**src/verilog/gde_cfg.svh**
```systemverilog
// Register offsets, field positions, reset values and timing counts of the drawing block.
`ifndef GDE_CFG_SVH
`define GDE_CFG_SVH

// Byte offsets of the register map (low byte of two-byte registers; high byte sits at offset plus one).
`define GDE_OFS_AW_HEIGHT 8'h5c
`define GDE_OFS_CANVAS 8'h5e
`define GDE_OFS_GPOS_H 8'h5f
`define GDE_OFS_GPOS_V 8'h61
`define GDE_OFS_TPOS_H 8'h63
`define GDE_OFS_TPOS_V 8'h65
`define GDE_OFS_POLY_CTRL 8'h67
`define GDE_OFS_P1_H 8'h68
`define GDE_OFS_P1_V 8'h6a
`define GDE_OFS_P2_H 8'h6c
`define GDE_OFS_P2_V 8'h6e
`define GDE_OFS_P3_H 8'h70
`define GDE_OFS_P3_V 8'h72
`define GDE_OFS_CURVE_CTRL 8'h76
`define GDE_OFS_RAD_MAJOR 8'h77
`define GDE_OFS_RAD_MINOR 8'h79
`define GDE_OFS_CENTER_H 8'h7b
`define GDE_OFS_CENTER_V 8'h7d
`define GDE_OFS_FG_RED 8'hd2

// Field positions.
`define GDE_BIT_START 7
`define GDE_BIT_CURVE_FILL 6
`define GDE_BIT_POLY_FILL 5
`define GDE_BIT_READ_SEL 3
`define GDE_BIT_LINEAR 2

// Valid bits of the high bytes and reset values.
`define GDE_HI_MASK_14 8'h3f
`define GDE_HI_MASK_13 8'h1f
`define GDE_RST_FG_RED 8'hff

// Length of one drawing operation in core clock cycles.
`define GDE_DRAW_CYCLES 16'h0040

`endif

```
**src/verilog/gde_pkg.sv**
```systemverilog
// Types shared by the drawing register block.
package gde_pkg;

    // Drawing sequencer states.
    typedef enum logic [0:0] {GDE_IDLE, GDE_DRAW} gde_state_t;

    // What the pixel engine is to produce once degenerate triangles are folded.
    typedef enum logic [1:0] {GDE_KIND_SHAPE, GDE_KIND_LINE, GDE_KIND_DOT} gde_kind_t;

    // Command handed to the pixel engine at the start of a drawing.
    typedef struct packed {
        logic curve;         // 0: polygon control started it, 1: curve control.
        gde_kind_t kind;     // Folded triangle class.
        logic [3:0] shape;   // Polygon shape code or curve shape in low bits.
        logic fill;          // Filled or outline.
        logic [1:0] quarter; // Quarter curve select.
        logic [12:0] p1x;
        logic [12:0] p1y;
        logic [12:0] p2x;
        logic [12:0] p2y;
        logic [12:0] p3x;
        logic [12:0] p3y;
        logic [12:0] cx;
        logic [12:0] cy;
        logic [12:0] ra;
        logic [12:0] rb;
    } gde_draw_t;

endpackage : gde_pkg

```
**src/verilog/gde_regs.sv**
```systemverilog
// Control and status registers of the geometric drawing engine and canvas access logic.
//
// Contract
// - Window height is 14 bits, high bits ignored.
// - Window height ignored in linear addressing mode.
// - Canvas bit 3 selects read or write position.
// - Canvas bit 2 selects block or linear addressing.
// - Block mode bits 1:0 give pixel depth.
// - Linear mode bit 0 gives 8/16-bit access.
// - Horizontal position: linear low address, block X.
// - Vertical position: linear high address, block Y.
// - Text positions hold 13-bit coordinates, read back.
// - Polygon bit 7 starts, stops, reports busy.
// - Polygon bit 5 selects fill or outline.
// - Polygon bits 4:1 select the shape.
// - Three endpoints hold 13-bit X and Y.
// - Coinciding triangle points draw line or dot.
// - Curve bit 7 starts, stops, reports busy.
// - Curve bit 6 selects fill or outline.
// - Curve bits 5:4 select the shape.
// - Curve bits 1:0 pick the quarter curve.
// - Red foreground resets to ff, masked per depth.
`timescale 1ns/1ps
`include "gde_cfg.svh"

module gde_regs (
    // Clock and reset.
    input wire logic clk_sys,
    input wire logic reset,
    // Byte register port.
    input wire logic [7:0] reg_addr,
    input wire logic [7:0] reg_wdata,
    input wire logic reg_wr,
    input wire logic reg_rd,
    output logic [7:0] reg_rdata,
    output logic reg_rvalid,
    // Canvas access strobes from the memory port.
    input wire logic mem_wr_done,
    input wire logic mem_rd_done,
    // Canvas configuration.
    output logic canvas_linear,
    output logic [1:0] canvas_depth,
    output logic mem_access_16,
    output logic [13:0] window_height_eff,
    // Cursors.
    output logic [15:0] write_pos_x,
    output logic [15:0] write_pos_y,
    output logic [15:0] read_pos_x,
    output logic [15:0] read_pos_y,
    output logic [12:0] text_pos_x,
    output logic [12:0] text_pos_y,
    // Drawing.
    output gde_pkg::gde_draw_t draw_cmd,
    output logic draw_busy,
    output logic [7:0] foreground_red_eff
);
    import gde_pkg::*;

    ////////////////////////////////////////////////////////////////////////////////
    // Register storage.

    logic [13:0] aw_height;      // Active window height.
    logic [3:0] canvas_cfg;      // Read select, linear mode, depth bits.
    logic [12:0] tpos_x;         // Text write X.
    logic [12:0] tpos_y;         // Text write Y.
    logic poly_fill;             // Polygon fill select.
    logic [3:0] poly_shape;      // Polygon shape code.
    logic [12:0] pt [0:5];       // Endpoints: p1x, p1y, p2x, p2y, p3x, p3y.
    logic curve_fill;            // Curve fill select.
    logic [1:0] curve_shape;     // Curve shape code.
    logic [1:0] quarter;         // Quarter curve select.
    logic [12:0] rad_major;      // Major radius.
    logic [12:0] rad_minor;      // Minor radius.
    logic [12:0] center_x;       // Centre X.
    logic [12:0] center_y;       // Centre Y.
    logic [7:0] fg_red;          // Red foreground byte.
    logic [15:0] wpos_h;         // Graphic write position, horizontal.
    logic [15:0] wpos_v;         // Graphic write position, vertical.
    logic [15:0] rpos_h;         // Graphic read (prefetch) position, horizontal.
    logic [15:0] rpos_v;         // Graphic read (prefetch) position, vertical.
    gde_state_t state;           // Drawing sequencer state.
    logic draw_curve;            // Which control register started the drawing.
    logic [15:0] draw_count;     // Cycles left in the current drawing.

    // Write strobes per byte offset.
    function automatic logic hit(input logic [7:0] ofs);
        hit = reg_wr && (reg_addr == ofs);
    endfunction : hit

    ////////////////////////////////////////////////////////////////////////////////
    // Canvas configuration and window height.

    // Height keeps only six bits of its high byte.
    always_ff @(posedge clk_sys) begin
        if (reset) begin
            aw_height <= 14'h0000;
            canvas_cfg <= 4'h0;
        end else begin
            if (hit(`GDE_OFS_AW_HEIGHT)) begin
                aw_height[7:0] <= reg_wdata;
            end
            if (hit(`GDE_OFS_AW_HEIGHT + 8'h01)) begin
                aw_height[13:8] <= reg_wdata[5:0];
            end
            if (hit(`GDE_OFS_CANVAS)) begin
                canvas_cfg <= reg_wdata[3:0];
            end
        end
    end

    // Configuration outputs decoded from the canvas byte, registered.
    always_ff @(posedge clk_sys) begin
        if (reset) begin
            canvas_linear <= 1'b0;
            canvas_depth <= 2'h0;
            mem_access_16 <= 1'b0;
            window_height_eff <= 14'h0000;
        end else begin
            canvas_linear <= canvas_cfg[`GDE_BIT_LINEAR];
            // Depth only means something in block mode; 1x is collapsed to 24 bpp.
            canvas_depth <= canvas_cfg[`GDE_BIT_LINEAR] ? 2'h0 :
                (canvas_cfg[1] ? 2'h2 : {1'b0, canvas_cfg[0]});
            mem_access_16 <= canvas_cfg[`GDE_BIT_LINEAR] ? canvas_cfg[0] : 1'b0;
            // The window is not used in linear mode, so its height is withheld.
            window_height_eff <= canvas_cfg[`GDE_BIT_LINEAR] ? 14'h0000 : aw_height;
        end
    end

    ////////////////////////////////////////////////////////////////////////////////
    // Graphic read and write positions.

    // A host write sets both cursors; each memory access then moves its own cursor.
    // Positions are kept 16 bits wide so that linear byte addresses fit.
    // Block mode steps one pixel in X; the memory port handles line wrap itself.
    always_ff @(posedge clk_sys) begin
        if (reset) begin
            wpos_h <= 16'h0000;
            wpos_v <= 16'h0000;
            rpos_h <= 16'h0000;
            rpos_v <= 16'h0000;
        end else begin
            if (hit(`GDE_OFS_GPOS_H)) begin
                wpos_h[7:0] <= reg_wdata;
                rpos_h[7:0] <= reg_wdata;
            end else if (hit(`GDE_OFS_GPOS_H + 8'h01)) begin
                wpos_h[15:8] <= reg_wdata;
                rpos_h[15:8] <= reg_wdata;
            end else if (hit(`GDE_OFS_GPOS_V)) begin
                wpos_v[7:0] <= reg_wdata;
                rpos_v[7:0] <= reg_wdata;
            end else if (hit(`GDE_OFS_GPOS_V + 8'h01)) begin
                wpos_v[15:8] <= reg_wdata;
                rpos_v[15:8] <= reg_wdata;
            end else begin
                if (mem_wr_done) begin
                    if (canvas_cfg[`GDE_BIT_LINEAR]) begin
                        {wpos_v, wpos_h} <= {wpos_v, wpos_h} + (canvas_cfg[0] ? 32'h2 : 32'h1);
                    end else begin
                        wpos_h <= wpos_h + 16'h0001;
                    end
                end
                if (mem_rd_done) begin
                    if (canvas_cfg[`GDE_BIT_LINEAR]) begin
                        {rpos_v, rpos_h} <= {rpos_v, rpos_h} + (canvas_cfg[0] ? 32'h2 : 32'h1);
                    end else begin
                        rpos_h <= rpos_h + 16'h0001;
                    end
                end
            end
        end
    end

    // Cursor outputs; block mode presents 13-bit coordinates.
    always_ff @(posedge clk_sys) begin
        if (reset) begin
            write_pos_x <= 16'h0000;
            write_pos_y <= 16'h0000;
            read_pos_x <= 16'h0000;
            read_pos_y <= 16'h0000;
        end else if (canvas_cfg[`GDE_BIT_LINEAR]) begin
            write_pos_x <= wpos_h;
            write_pos_y <= wpos_v;
            read_pos_x <= rpos_h;
            read_pos_y <= rpos_v;
        end else begin
            write_pos_x <= {3'h0, wpos_h[12:0]};
            write_pos_y <= {3'h0, wpos_v[12:0]};
            read_pos_x <= {3'h0, rpos_h[12:0]};
            read_pos_y <= {3'h0, rpos_v[12:0]};
        end
    end

    ////////////////////////////////////////////////////////////////////////////////
    // Text position, shape parameters and colour.

    // Byte writes of 13-bit coordinates; the top three bits of each high byte are dropped.
    always_ff @(posedge clk_sys) begin
        if (reset) begin
            tpos_x <= 13'h0000;
            tpos_y <= 13'h0000;
            rad_major <= 13'h0000;
            rad_minor <= 13'h0000;
            center_x <= 13'h0000;
            center_y <= 13'h0000;
            fg_red <= `GDE_RST_FG_RED;
        end else begin
            if (hit(`GDE_OFS_TPOS_H)) tpos_x[7:0] <= reg_wdata;
            if (hit(`GDE_OFS_TPOS_H + 8'h01)) tpos_x[12:8] <= reg_wdata[4:0];
            if (hit(`GDE_OFS_TPOS_V)) tpos_y[7:0] <= reg_wdata;
            if (hit(`GDE_OFS_TPOS_V + 8'h01)) tpos_y[12:8] <= reg_wdata[4:0];
            if (hit(`GDE_OFS_RAD_MAJOR)) rad_major[7:0] <= reg_wdata;
            if (hit(`GDE_OFS_RAD_MAJOR + 8'h01)) rad_major[12:8] <= reg_wdata[4:0];
            if (hit(`GDE_OFS_RAD_MINOR)) rad_minor[7:0] <= reg_wdata;
            if (hit(`GDE_OFS_RAD_MINOR + 8'h01)) rad_minor[12:8] <= reg_wdata[4:0];
            if (hit(`GDE_OFS_CENTER_H)) center_x[7:0] <= reg_wdata;
            if (hit(`GDE_OFS_CENTER_H + 8'h01)) center_x[12:8] <= reg_wdata[4:0];
            if (hit(`GDE_OFS_CENTER_V)) center_y[7:0] <= reg_wdata;
            if (hit(`GDE_OFS_CENTER_V + 8'h01)) center_y[12:8] <= reg_wdata[4:0];
            if (hit(`GDE_OFS_FG_RED)) fg_red <= reg_wdata;
        end
    end

    // The six endpoint words sit at consecutive even offsets, so a loop covers them.
    always_ff @(posedge clk_sys) begin
        if (reset) begin
            for (int i = 0; i < 6; i++) begin
                pt[i] <= 13'h0000;
            end
        end else begin
            for (int i = 0; i < 6; i++) begin
                if (hit(`GDE_OFS_P1_H + 8'(2 * i))) begin
                    pt[i][7:0] <= reg_wdata;
                end
                if (hit(`GDE_OFS_P1_H + 8'(2 * i + 1))) begin
                    pt[i][12:8] <= reg_wdata[4:0];
                end
            end
        end
    end

    // Text cursor and colour outputs; red keeps only the bits its depth uses.
    always_ff @(posedge clk_sys) begin
        if (reset) begin
            text_pos_x <= 13'h0000;
            text_pos_y <= 13'h0000;
            foreground_red_eff <= `GDE_RST_FG_RED;
        end else begin
            text_pos_x <= tpos_x;
            text_pos_y <= tpos_y;
            // Linear mode has no pixel depth, so red is masked as for 8 bpp, as canvas_depth shows.
            if (!canvas_cfg[`GDE_BIT_LINEAR] && canvas_cfg[1]) begin
                foreground_red_eff <= fg_red;
            end else if (!canvas_cfg[`GDE_BIT_LINEAR] && canvas_cfg[0]) begin
                foreground_red_eff <= {fg_red[7:3], 3'h0};
            end else begin
                foreground_red_eff <= {fg_red[7:5], 5'h00};
            end
        end
    end

    ////////////////////////////////////////////////////////////////////////////////
    // Shape selection bytes.

    // Mode bits of both control registers; bit 7 is handled by the sequencer.
    always_ff @(posedge clk_sys) begin
        if (reset) begin
            poly_fill <= 1'b0;
            poly_shape <= 4'h0;
            curve_fill <= 1'b0;
            curve_shape <= 2'h0;
            quarter <= 2'h0;
        end else begin
            if (hit(`GDE_OFS_POLY_CTRL)) begin
                poly_fill <= reg_wdata[`GDE_BIT_POLY_FILL];
                poly_shape <= reg_wdata[4:1];
            end
            if (hit(`GDE_OFS_CURVE_CTRL)) begin
                curve_fill <= reg_wdata[`GDE_BIT_CURVE_FILL];
                curve_shape <= reg_wdata[5:4];
                quarter <= reg_wdata[1:0];
            end
        end
    end

    ////////////////////////////////////////////////////////////////////////////////
    // Drawing sequencer.

    // Folding of degenerate triangles from the endpoints as they stand.
    logic p12_eq;
    logic p13_eq;
    logic p23_eq;
    gde_kind_t tri_kind;
    always_comb begin
        p12_eq = (pt[0] == pt[2]) && (pt[1] == pt[3]);
        p13_eq = (pt[0] == pt[4]) && (pt[1] == pt[5]);
        p23_eq = (pt[2] == pt[4]) && (pt[3] == pt[5]);
        if (p12_eq && p13_eq) begin
            tri_kind = GDE_KIND_DOT;
        end else if (p12_eq || p13_eq || p23_eq) begin
            tri_kind = GDE_KIND_LINE;
        end else begin
            tri_kind = GDE_KIND_SHAPE;
        end
    end

    // The write data of a control register carries the new mode bits too, so the
    // command is built from reg_wdata rather than from the stored copy.
    // A start while drawing is ignored; a stop aborts only from the register that started it.
    always_ff @(posedge clk_sys) begin
        if (reset) begin
            state <= GDE_IDLE;
            draw_curve <= 1'b0;
            draw_count <= 16'h0000;
            draw_cmd <= '0;
        end else begin
            unique case (state)
                GDE_IDLE: begin
                    if (hit(`GDE_OFS_POLY_CTRL) && reg_wdata[`GDE_BIT_START]) begin
                        state <= GDE_DRAW;
                        draw_curve <= 1'b0;
                        draw_count <= `GDE_DRAW_CYCLES;
                        draw_cmd <= '0;
                        draw_cmd.shape <= reg_wdata[4:1];
                        draw_cmd.fill <= reg_wdata[`GDE_BIT_POLY_FILL];
                        draw_cmd.kind <= (reg_wdata[4:1] == 4'h1) ? tri_kind
                                                                : GDE_KIND_SHAPE;
                        {draw_cmd.p1x, draw_cmd.p1y, draw_cmd.p2x} <= {pt[0], pt[1], pt[2]};
                        {draw_cmd.p2y, draw_cmd.p3x, draw_cmd.p3y} <= {pt[3], pt[4], pt[5]};
                    end else if (hit(`GDE_OFS_CURVE_CTRL) && reg_wdata[`GDE_BIT_START]) begin
                        state <= GDE_DRAW;
                        draw_curve <= 1'b1;
                        draw_count <= `GDE_DRAW_CYCLES;
                        draw_cmd <= '0;
                        draw_cmd.curve <= 1'b1;
                        draw_cmd.shape <= {2'h0, reg_wdata[5:4]};
                        draw_cmd.fill <= reg_wdata[`GDE_BIT_CURVE_FILL];
                        draw_cmd.quarter <= reg_wdata[1:0];
                        {draw_cmd.cx, draw_cmd.cy} <= {center_x, center_y};
                        {draw_cmd.ra, draw_cmd.rb} <= {rad_major, rad_minor};
                        {draw_cmd.p1x, draw_cmd.p1y, draw_cmd.p2x} <= {pt[0], pt[1], pt[2]};
                        draw_cmd.p2y <= pt[3];
                    end
                end
                GDE_DRAW: begin
                    if ((!draw_curve && hit(`GDE_OFS_POLY_CTRL) && !reg_wdata[`GDE_BIT_START]) ||
                        (draw_curve && hit(`GDE_OFS_CURVE_CTRL) && !reg_wdata[`GDE_BIT_START]) ||
                        (draw_count == 16'h0001)) begin
                        state <= GDE_IDLE;
                        draw_count <= 16'h0000;
                    end else begin
                        draw_count <= draw_count - 16'h0001;
                    end
                end
            endcase
        end
    end

    // Busy level towards the pixel engine, one cycle behind the sequencer state.
    always_ff @(posedge clk_sys) begin
        if (reset) begin
            draw_busy <= 1'b0;
        end else begin
            draw_busy <= (state == GDE_DRAW);
        end
    end

    ////////////////////////////////////////////////////////////////////////////////
    // Read-back.

    logic busy_poly;
    logic busy_curve;
    logic [15:0] gsel_h;
    logic [15:0] gsel_v;
    logic [7:0] next_rdata;
    always_comb begin
        busy_poly = (state == GDE_DRAW) && !draw_curve;
        busy_curve = (state == GDE_DRAW) && draw_curve;
        // Choose prefetch or write cursor for the graphic position bytes.
        gsel_h = canvas_cfg[`GDE_BIT_READ_SEL] ? rpos_h : wpos_h;
        gsel_v = canvas_cfg[`GDE_BIT_READ_SEL] ? rpos_v : wpos_v;
        if (!canvas_cfg[`GDE_BIT_LINEAR]) begin
            gsel_h[15:13] = 3'h0;
            gsel_v[15:13] = 3'h0;
        end
        next_rdata = 8'h00;
        unique case (reg_addr)
            `GDE_OFS_AW_HEIGHT: next_rdata = aw_height[7:0];
            `GDE_OFS_AW_HEIGHT + 8'h01: next_rdata = {2'h0, aw_height[13:8]};
            `GDE_OFS_CANVAS: next_rdata = {4'h0, canvas_cfg};
            `GDE_OFS_GPOS_H: next_rdata = gsel_h[7:0];
            `GDE_OFS_GPOS_H + 8'h01: next_rdata = gsel_h[15:8];
            `GDE_OFS_GPOS_V: next_rdata = gsel_v[7:0];
            `GDE_OFS_GPOS_V + 8'h01: next_rdata = gsel_v[15:8];
            `GDE_OFS_TPOS_H: next_rdata = tpos_x[7:0];
            `GDE_OFS_TPOS_H + 8'h01: next_rdata = {3'h0, tpos_x[12:8]};
            `GDE_OFS_TPOS_V: next_rdata = tpos_y[7:0];
            `GDE_OFS_TPOS_V + 8'h01: next_rdata = {3'h0, tpos_y[12:8]};
            `GDE_OFS_POLY_CTRL: next_rdata = {busy_poly, 1'b0, poly_fill, poly_shape, 1'b0};
            `GDE_OFS_CURVE_CTRL: next_rdata = {busy_curve, curve_fill, curve_shape, 2'h0, quarter};
            `GDE_OFS_RAD_MAJOR: next_rdata = rad_major[7:0];
            `GDE_OFS_RAD_MAJOR + 8'h01: next_rdata = {3'h0, rad_major[12:8]};
            `GDE_OFS_RAD_MINOR: next_rdata = rad_minor[7:0];
            `GDE_OFS_RAD_MINOR + 8'h01: next_rdata = {3'h0, rad_minor[12:8]};
            `GDE_OFS_CENTER_H: next_rdata = center_x[7:0];
            `GDE_OFS_CENTER_H + 8'h01: next_rdata = {3'h0, center_x[12:8]};
            `GDE_OFS_CENTER_V: next_rdata = center_y[7:0];
            `GDE_OFS_CENTER_V + 8'h01: next_rdata = {3'h0, center_y[12:8]};
            `GDE_OFS_FG_RED: next_rdata = fg_red;
            default: begin
                // Endpoint bytes and unmapped offsets.
                for (int i = 0; i < 6; i++) begin
                    if (reg_addr == `GDE_OFS_P1_H + 8'(2 * i)) begin
                        next_rdata = pt[i][7:0];
                    end
                    if (reg_addr == `GDE_OFS_P1_H + 8'(2 * i + 1)) begin
                        next_rdata = {3'h0, pt[i][12:8]};
                    end
                end
            end
        endcase
    end

    // Read data is registered and marked by a one-cycle valid.
    always_ff @(posedge clk_sys) begin
        if (reset) begin
            reg_rdata <= 8'h00;
            reg_rvalid <= 1'b0;
        end else begin
            reg_rvalid <= reg_rd;
            if (reg_rd) begin
                reg_rdata <= next_rdata;
            end
        end
    end

endmodule : gde_regs

```
**config.mk**
```make
export PLATFORM = sky130hd
export DESIGN_NAME = gde_regs
export DESIGN_NICKNAME = d
export VERILOG_FILES = /design/src/verilog/gde_pkg.sv /design/src/verilog/gde_regs.sv
export VERILOG_INCLUDE_DIRS = /design/src /design/src/verilog
export SDC_FILE = /design/constraint.sdc
export NUM_CORES = 1
export LEC_CHECK = 0
export BUFFER_PORTS_ARGS = -buffer_cell sky130_fd_sc_hd__buf_2
export CORE_ASPECT_RATIO = 1.1
export CORE_MARGIN = 2
export CORE_UTILIZATION = 49
export CTS_BUF_LIST = sky130_fd_sc_hd__clkbuf_16
export DETAILED_ROUTE_END_ITERATION = 12
export HOLD_SLACK_MARGIN = 0.12
export PLACE_DENSITY = 0.69
export SLEW_MARGIN = 40
export SYNTH_ARGS = -nofsm -noshare
export SYNTH_HDL_FRONTEND = slang
export SYNTH_SLANG_ARGS = --single-unit
export TNS_END_PERCENT = 100
```
**constraint.sdc**
```tcl
create_clock -name clk_sys -period 4.1 [get_ports clk_sys]
set_clock_uncertainty 0.05 [all_clocks]
set_input_delay 0.205 -clock clk_sys [delete_from_list [all_inputs] [get_ports clk_sys]]
set_output_delay 0.205 -clock clk_sys [all_outputs]
set_load 0.1 [all_outputs]
```
==> impl_metrics.yaml <==
synthesis:
  yosysWarnings: 0
  synth_nets: 2759
  ys_ff_latch: 539
  netlist_instances: 2727
  syn_area_um2: 24050
  synth_edf_count: 78
  synth_area_per_cell_um2: 8.819
  ys_types: 95
  synthArstFlopShare: 0
  ys.flop_type: "dfxtp_1"
  seq_area_frac_synth: 0.4811
detailed_routing:
  first_pass_iters: 6
  ant_nets: 0
  vias_per_cell: 6.182
  wirelength_mm: 89.70
  dr.first_iter.drc_count: 2919
  vias: 22470
  drc: 0
  wl_per_cell_um: 24.68
place:
  placed_cells: 3520
  place_hpwl_mm: 63.00
  gp_congestion: 1.013
  port_buffers: 287
grt:
  grt_max_degree: 206
  antenna_found_initial: 3
  grt_pass1_vias: 20770
  overflow: 0
  grt_pass1_wl_mm: 132.4
  grt_util_all_layers: 0.3401
power_and_ir_drop:
  p_per_area_nw_per_um2: 394.2
  ir_drop_mv: 0.2842
  p_leak_nw: 10.67
critical_path:
  critPathMaxFanout: 7
  cpPeakStageDelay_ns: 0.44
  startpoint_type: "flop"
  worst-path-buf-inv: 3
  crit_required_ns: 4.51
  crit_chain: "inv_1 -> ha_1 -> inv_1 -> fa_1 -> nand4b_1 -> nor4_1 -> buf_4 -> nand3_1 -> o21a_1 -> o21ai_0 -> a31oi_1"
  cpLargestDelayFamily: "simple AND/OR/NAND/NOR gates"
  cp_common_cell: "inv_1"
  arrival_ns: 3.39
  critical_path_class: "reg -> reg"
  critPathSlowestCell: "dfxtp_1"
  end_kind: "flop"
run:
  drv_cap: 0
clock_tree:
  cts_tree: "done"
  clockRootBuffer: "clkbuf_16"
  cts_setup_buffers: 0
  clk_path_buf_depth: 3
  ctsHtreeMaxLevel: 2
  clk_pin_slew_ns: 0.06
  cts_buffers: 55
  cts_sinks: 539
  clk_latency_ns: 0.64
floorplanning:
  core-area_um2: 48710
  io_pins: 288
  num_rows: 85
  fp.dieH_um: 236.4
  start_util: 0.4938
  dieArea_um2: 50870
  fp.dieW_um: 215.2
final_layout:
  fin_cells: 3634
  fin_nets: 2966
  drive_gt1_frac: 0.1705
  area_growth_pct: 15.83
run_status:
  status: "completed"
timing:
  maxSlewHeadroom: 0.4078
  rsz0062_at_grt: "no"
  worstMarginPinSlew_ns: 0.8884
  fin_crit_ns: 2.988
  setup_tns_ns: 0
  hold_viol_final: 0
  setup_viol: 0
  maxSlewViolCount: 0
  finalCritPeriodShare: 0.7289
  max_clock_freq_ghz: 0.3346
worst_hold_path:
  min-delay-path-class: "in -> reg"
flip-flops by register name, summed over array words and instances (netlist names), 14 cells and up:
register and count:
draw_cmd 140, pt 78, draw_count 16, read_pos_x 16
read_pos_y 16, rpos_h 16, rpos_v 16, wpos_h 16
wpos_v 16, write_pos_x 16, write_pos_y 16, aw_height 14
window_height_eff 14
path summary, 6_finish.rpt:
| kind | start | to | slack (ns) | depth (start not counted) |
|---|---|---|---|---|
| worst min-delay path | mem_rd_done | rpos_h[1]$_SDFFE_PP0P_ | 0.14 | 4 |
| worst min register to register | draw_cmd[56]$_SDFFE_PP0P_ | draw_cmd[56]$_SDFFE_PP0P_ | 0.40 | 2 |
| worst max register to register | canvas_cfg[0]$_SDFFE_PP0P_ | wpos_v[14]$_SDFFE_PP0P_ | 1.11 | 11 |
| worst max-delay path | canvas_cfg[0]$_SDFFE_PP0P_ | wpos_v[14]$_SDFFE_PP0P_ | 1.11 | 11 |
power by group:
part	switching, W	total [W]	internal (W)
logic	0.000470	0.000629	0.000159
registers	0.000136	0.00555	0.00542
clock network	0.00218	0.00480	0.00262
total	0.00278	0.0110	0.00820
layout make-up:
class | instances | area [um^2]
Sequential cell | 539 | 11570
Multi-Input combinational cell | 1936 | 11490
Clock buffer | 56 | 1401
Timing Repair Buffer | 368 | 2132
Antenna cell | 2 | 5.005
Fill cell | 4471 | 20850
Clock inverter | 47 | 317.8
Inverter | 34 | 127.6
Tap cell | 652 | 815.8
repair_timing:
item	4_1_cts	5_1_grt
hold buffers	8	0
resized for setup	0	0
endpoints found under the hold margin	78	0
layer usage:
metal / GRT usage / vias up / wire length [um]
met2: 0.5209 / 1302 / 39810
met3: 0.05932 / 289 / 8251
met4: 0.1870 / 2 / 5378
met5: 0 / - / 12
li1: - / 10160 / -
met1: 0.4564 / 10710 / 36240
cells in the mapped netlist, types with 16 or more instances:
library cell	number	area (um^2)
a211oi_1	16	120.1
a21oi_1	273	1366
a221oi_1	16	140.1
a22oi_1	40	300.3
a31oi_1	20	125.1
and2_1	69	431.7
and3_1	50	312.8
buf_2	49	245.2
clkbuf_1	150	563.0
dfxtp_1	461	9229
edfxtp_1	78	2342
inv_1	33	123.9
mux2_2	17	191.4
mux2i_1	63	630.6
nand2_1	394	1479
nand3_1	221	1106
nand4_1	33	206.5
nor2_1	149	559.3
nor2b_1	74	462.9
nor3_1	45	225.2
nor4_1	36	225.2
o21ai_0	71	355.3
o22ai_1	18	112.6
xnor2_1	16	140.1
xor2_1	73	639.4
kinds of logic after synthesis:
logic type,synth area share
AND/OR/NAND/NOR,0.2387
AO/OA/AOI/OAI,0.1591
flip-flops,0.4811
buffers and inverters,0.04297
XOR/XNOR,0.03241
multiplexers,0.03980
adder cells (fa/ha/maj),0.005827
placed cells by master, fill, tap and decap left out, drive strengths merged, types with 11 or more instances in the layout:
master	instances
nand2	395
nand3	222
nor2	149
nand2b	14
a211oi	16
a22oi	40
clkbuf	56
inv	52
dfxtp	461
buf	360
a221oi	16
mux2i	63
a311oi	14
a31oi	21
and3	50
nor2b	74
nor4	39
nand4	33
xnor2	16
nor3	49
mux2	17
o21ai	74
and2	70
clkinv	23
edfxtp	78
o22ai	18
a21oi	274
a21o	11
xor2	73
worst register-to-register path, cell delays in order, from the launching register on:
cell and delay (ns):
dfxtp_1 0.44, inv_1 0.30, ha_1 0.23, inv_1 0.06, fa_1 0.38, nand4b_1 0.18
nor4_1 0.26, buf_4 0.23, nand3_1 0.18, o21a_1 0.24, o21ai_0 0.16, a31oi_1 0.11
metrics by stage:
| step | worst slack (ns) | cell area, um^2 | utilization | total power (W) | hold slack, ns |
|---|---|---|---|---|---|
| 2_1_floorplan | 1.517 | 24050 | - | 0.006007 | 0.3141 |
| 3_3_place_gp | 1.053 | 26000 | 0.5338 | 0.006253 | 0.3901 |
| 3_5_place_dp | 0.9921 | 26020 | 0.5341 | 0.006261 | 0.3939 |
| 4_1_cts | 1.189 | 27810 | 0.5710 | 0.01099 | 0.1221 |
| 5_1_grt | 0.9396 | 27850 | 0.5718 | 0.01126 | 0.1751 |
| 6_report | 1.112 | 27860 | 0.5719 | 0.01098 | 0.1445 |
Note: power is estimated with default switching activity, not from simulation.
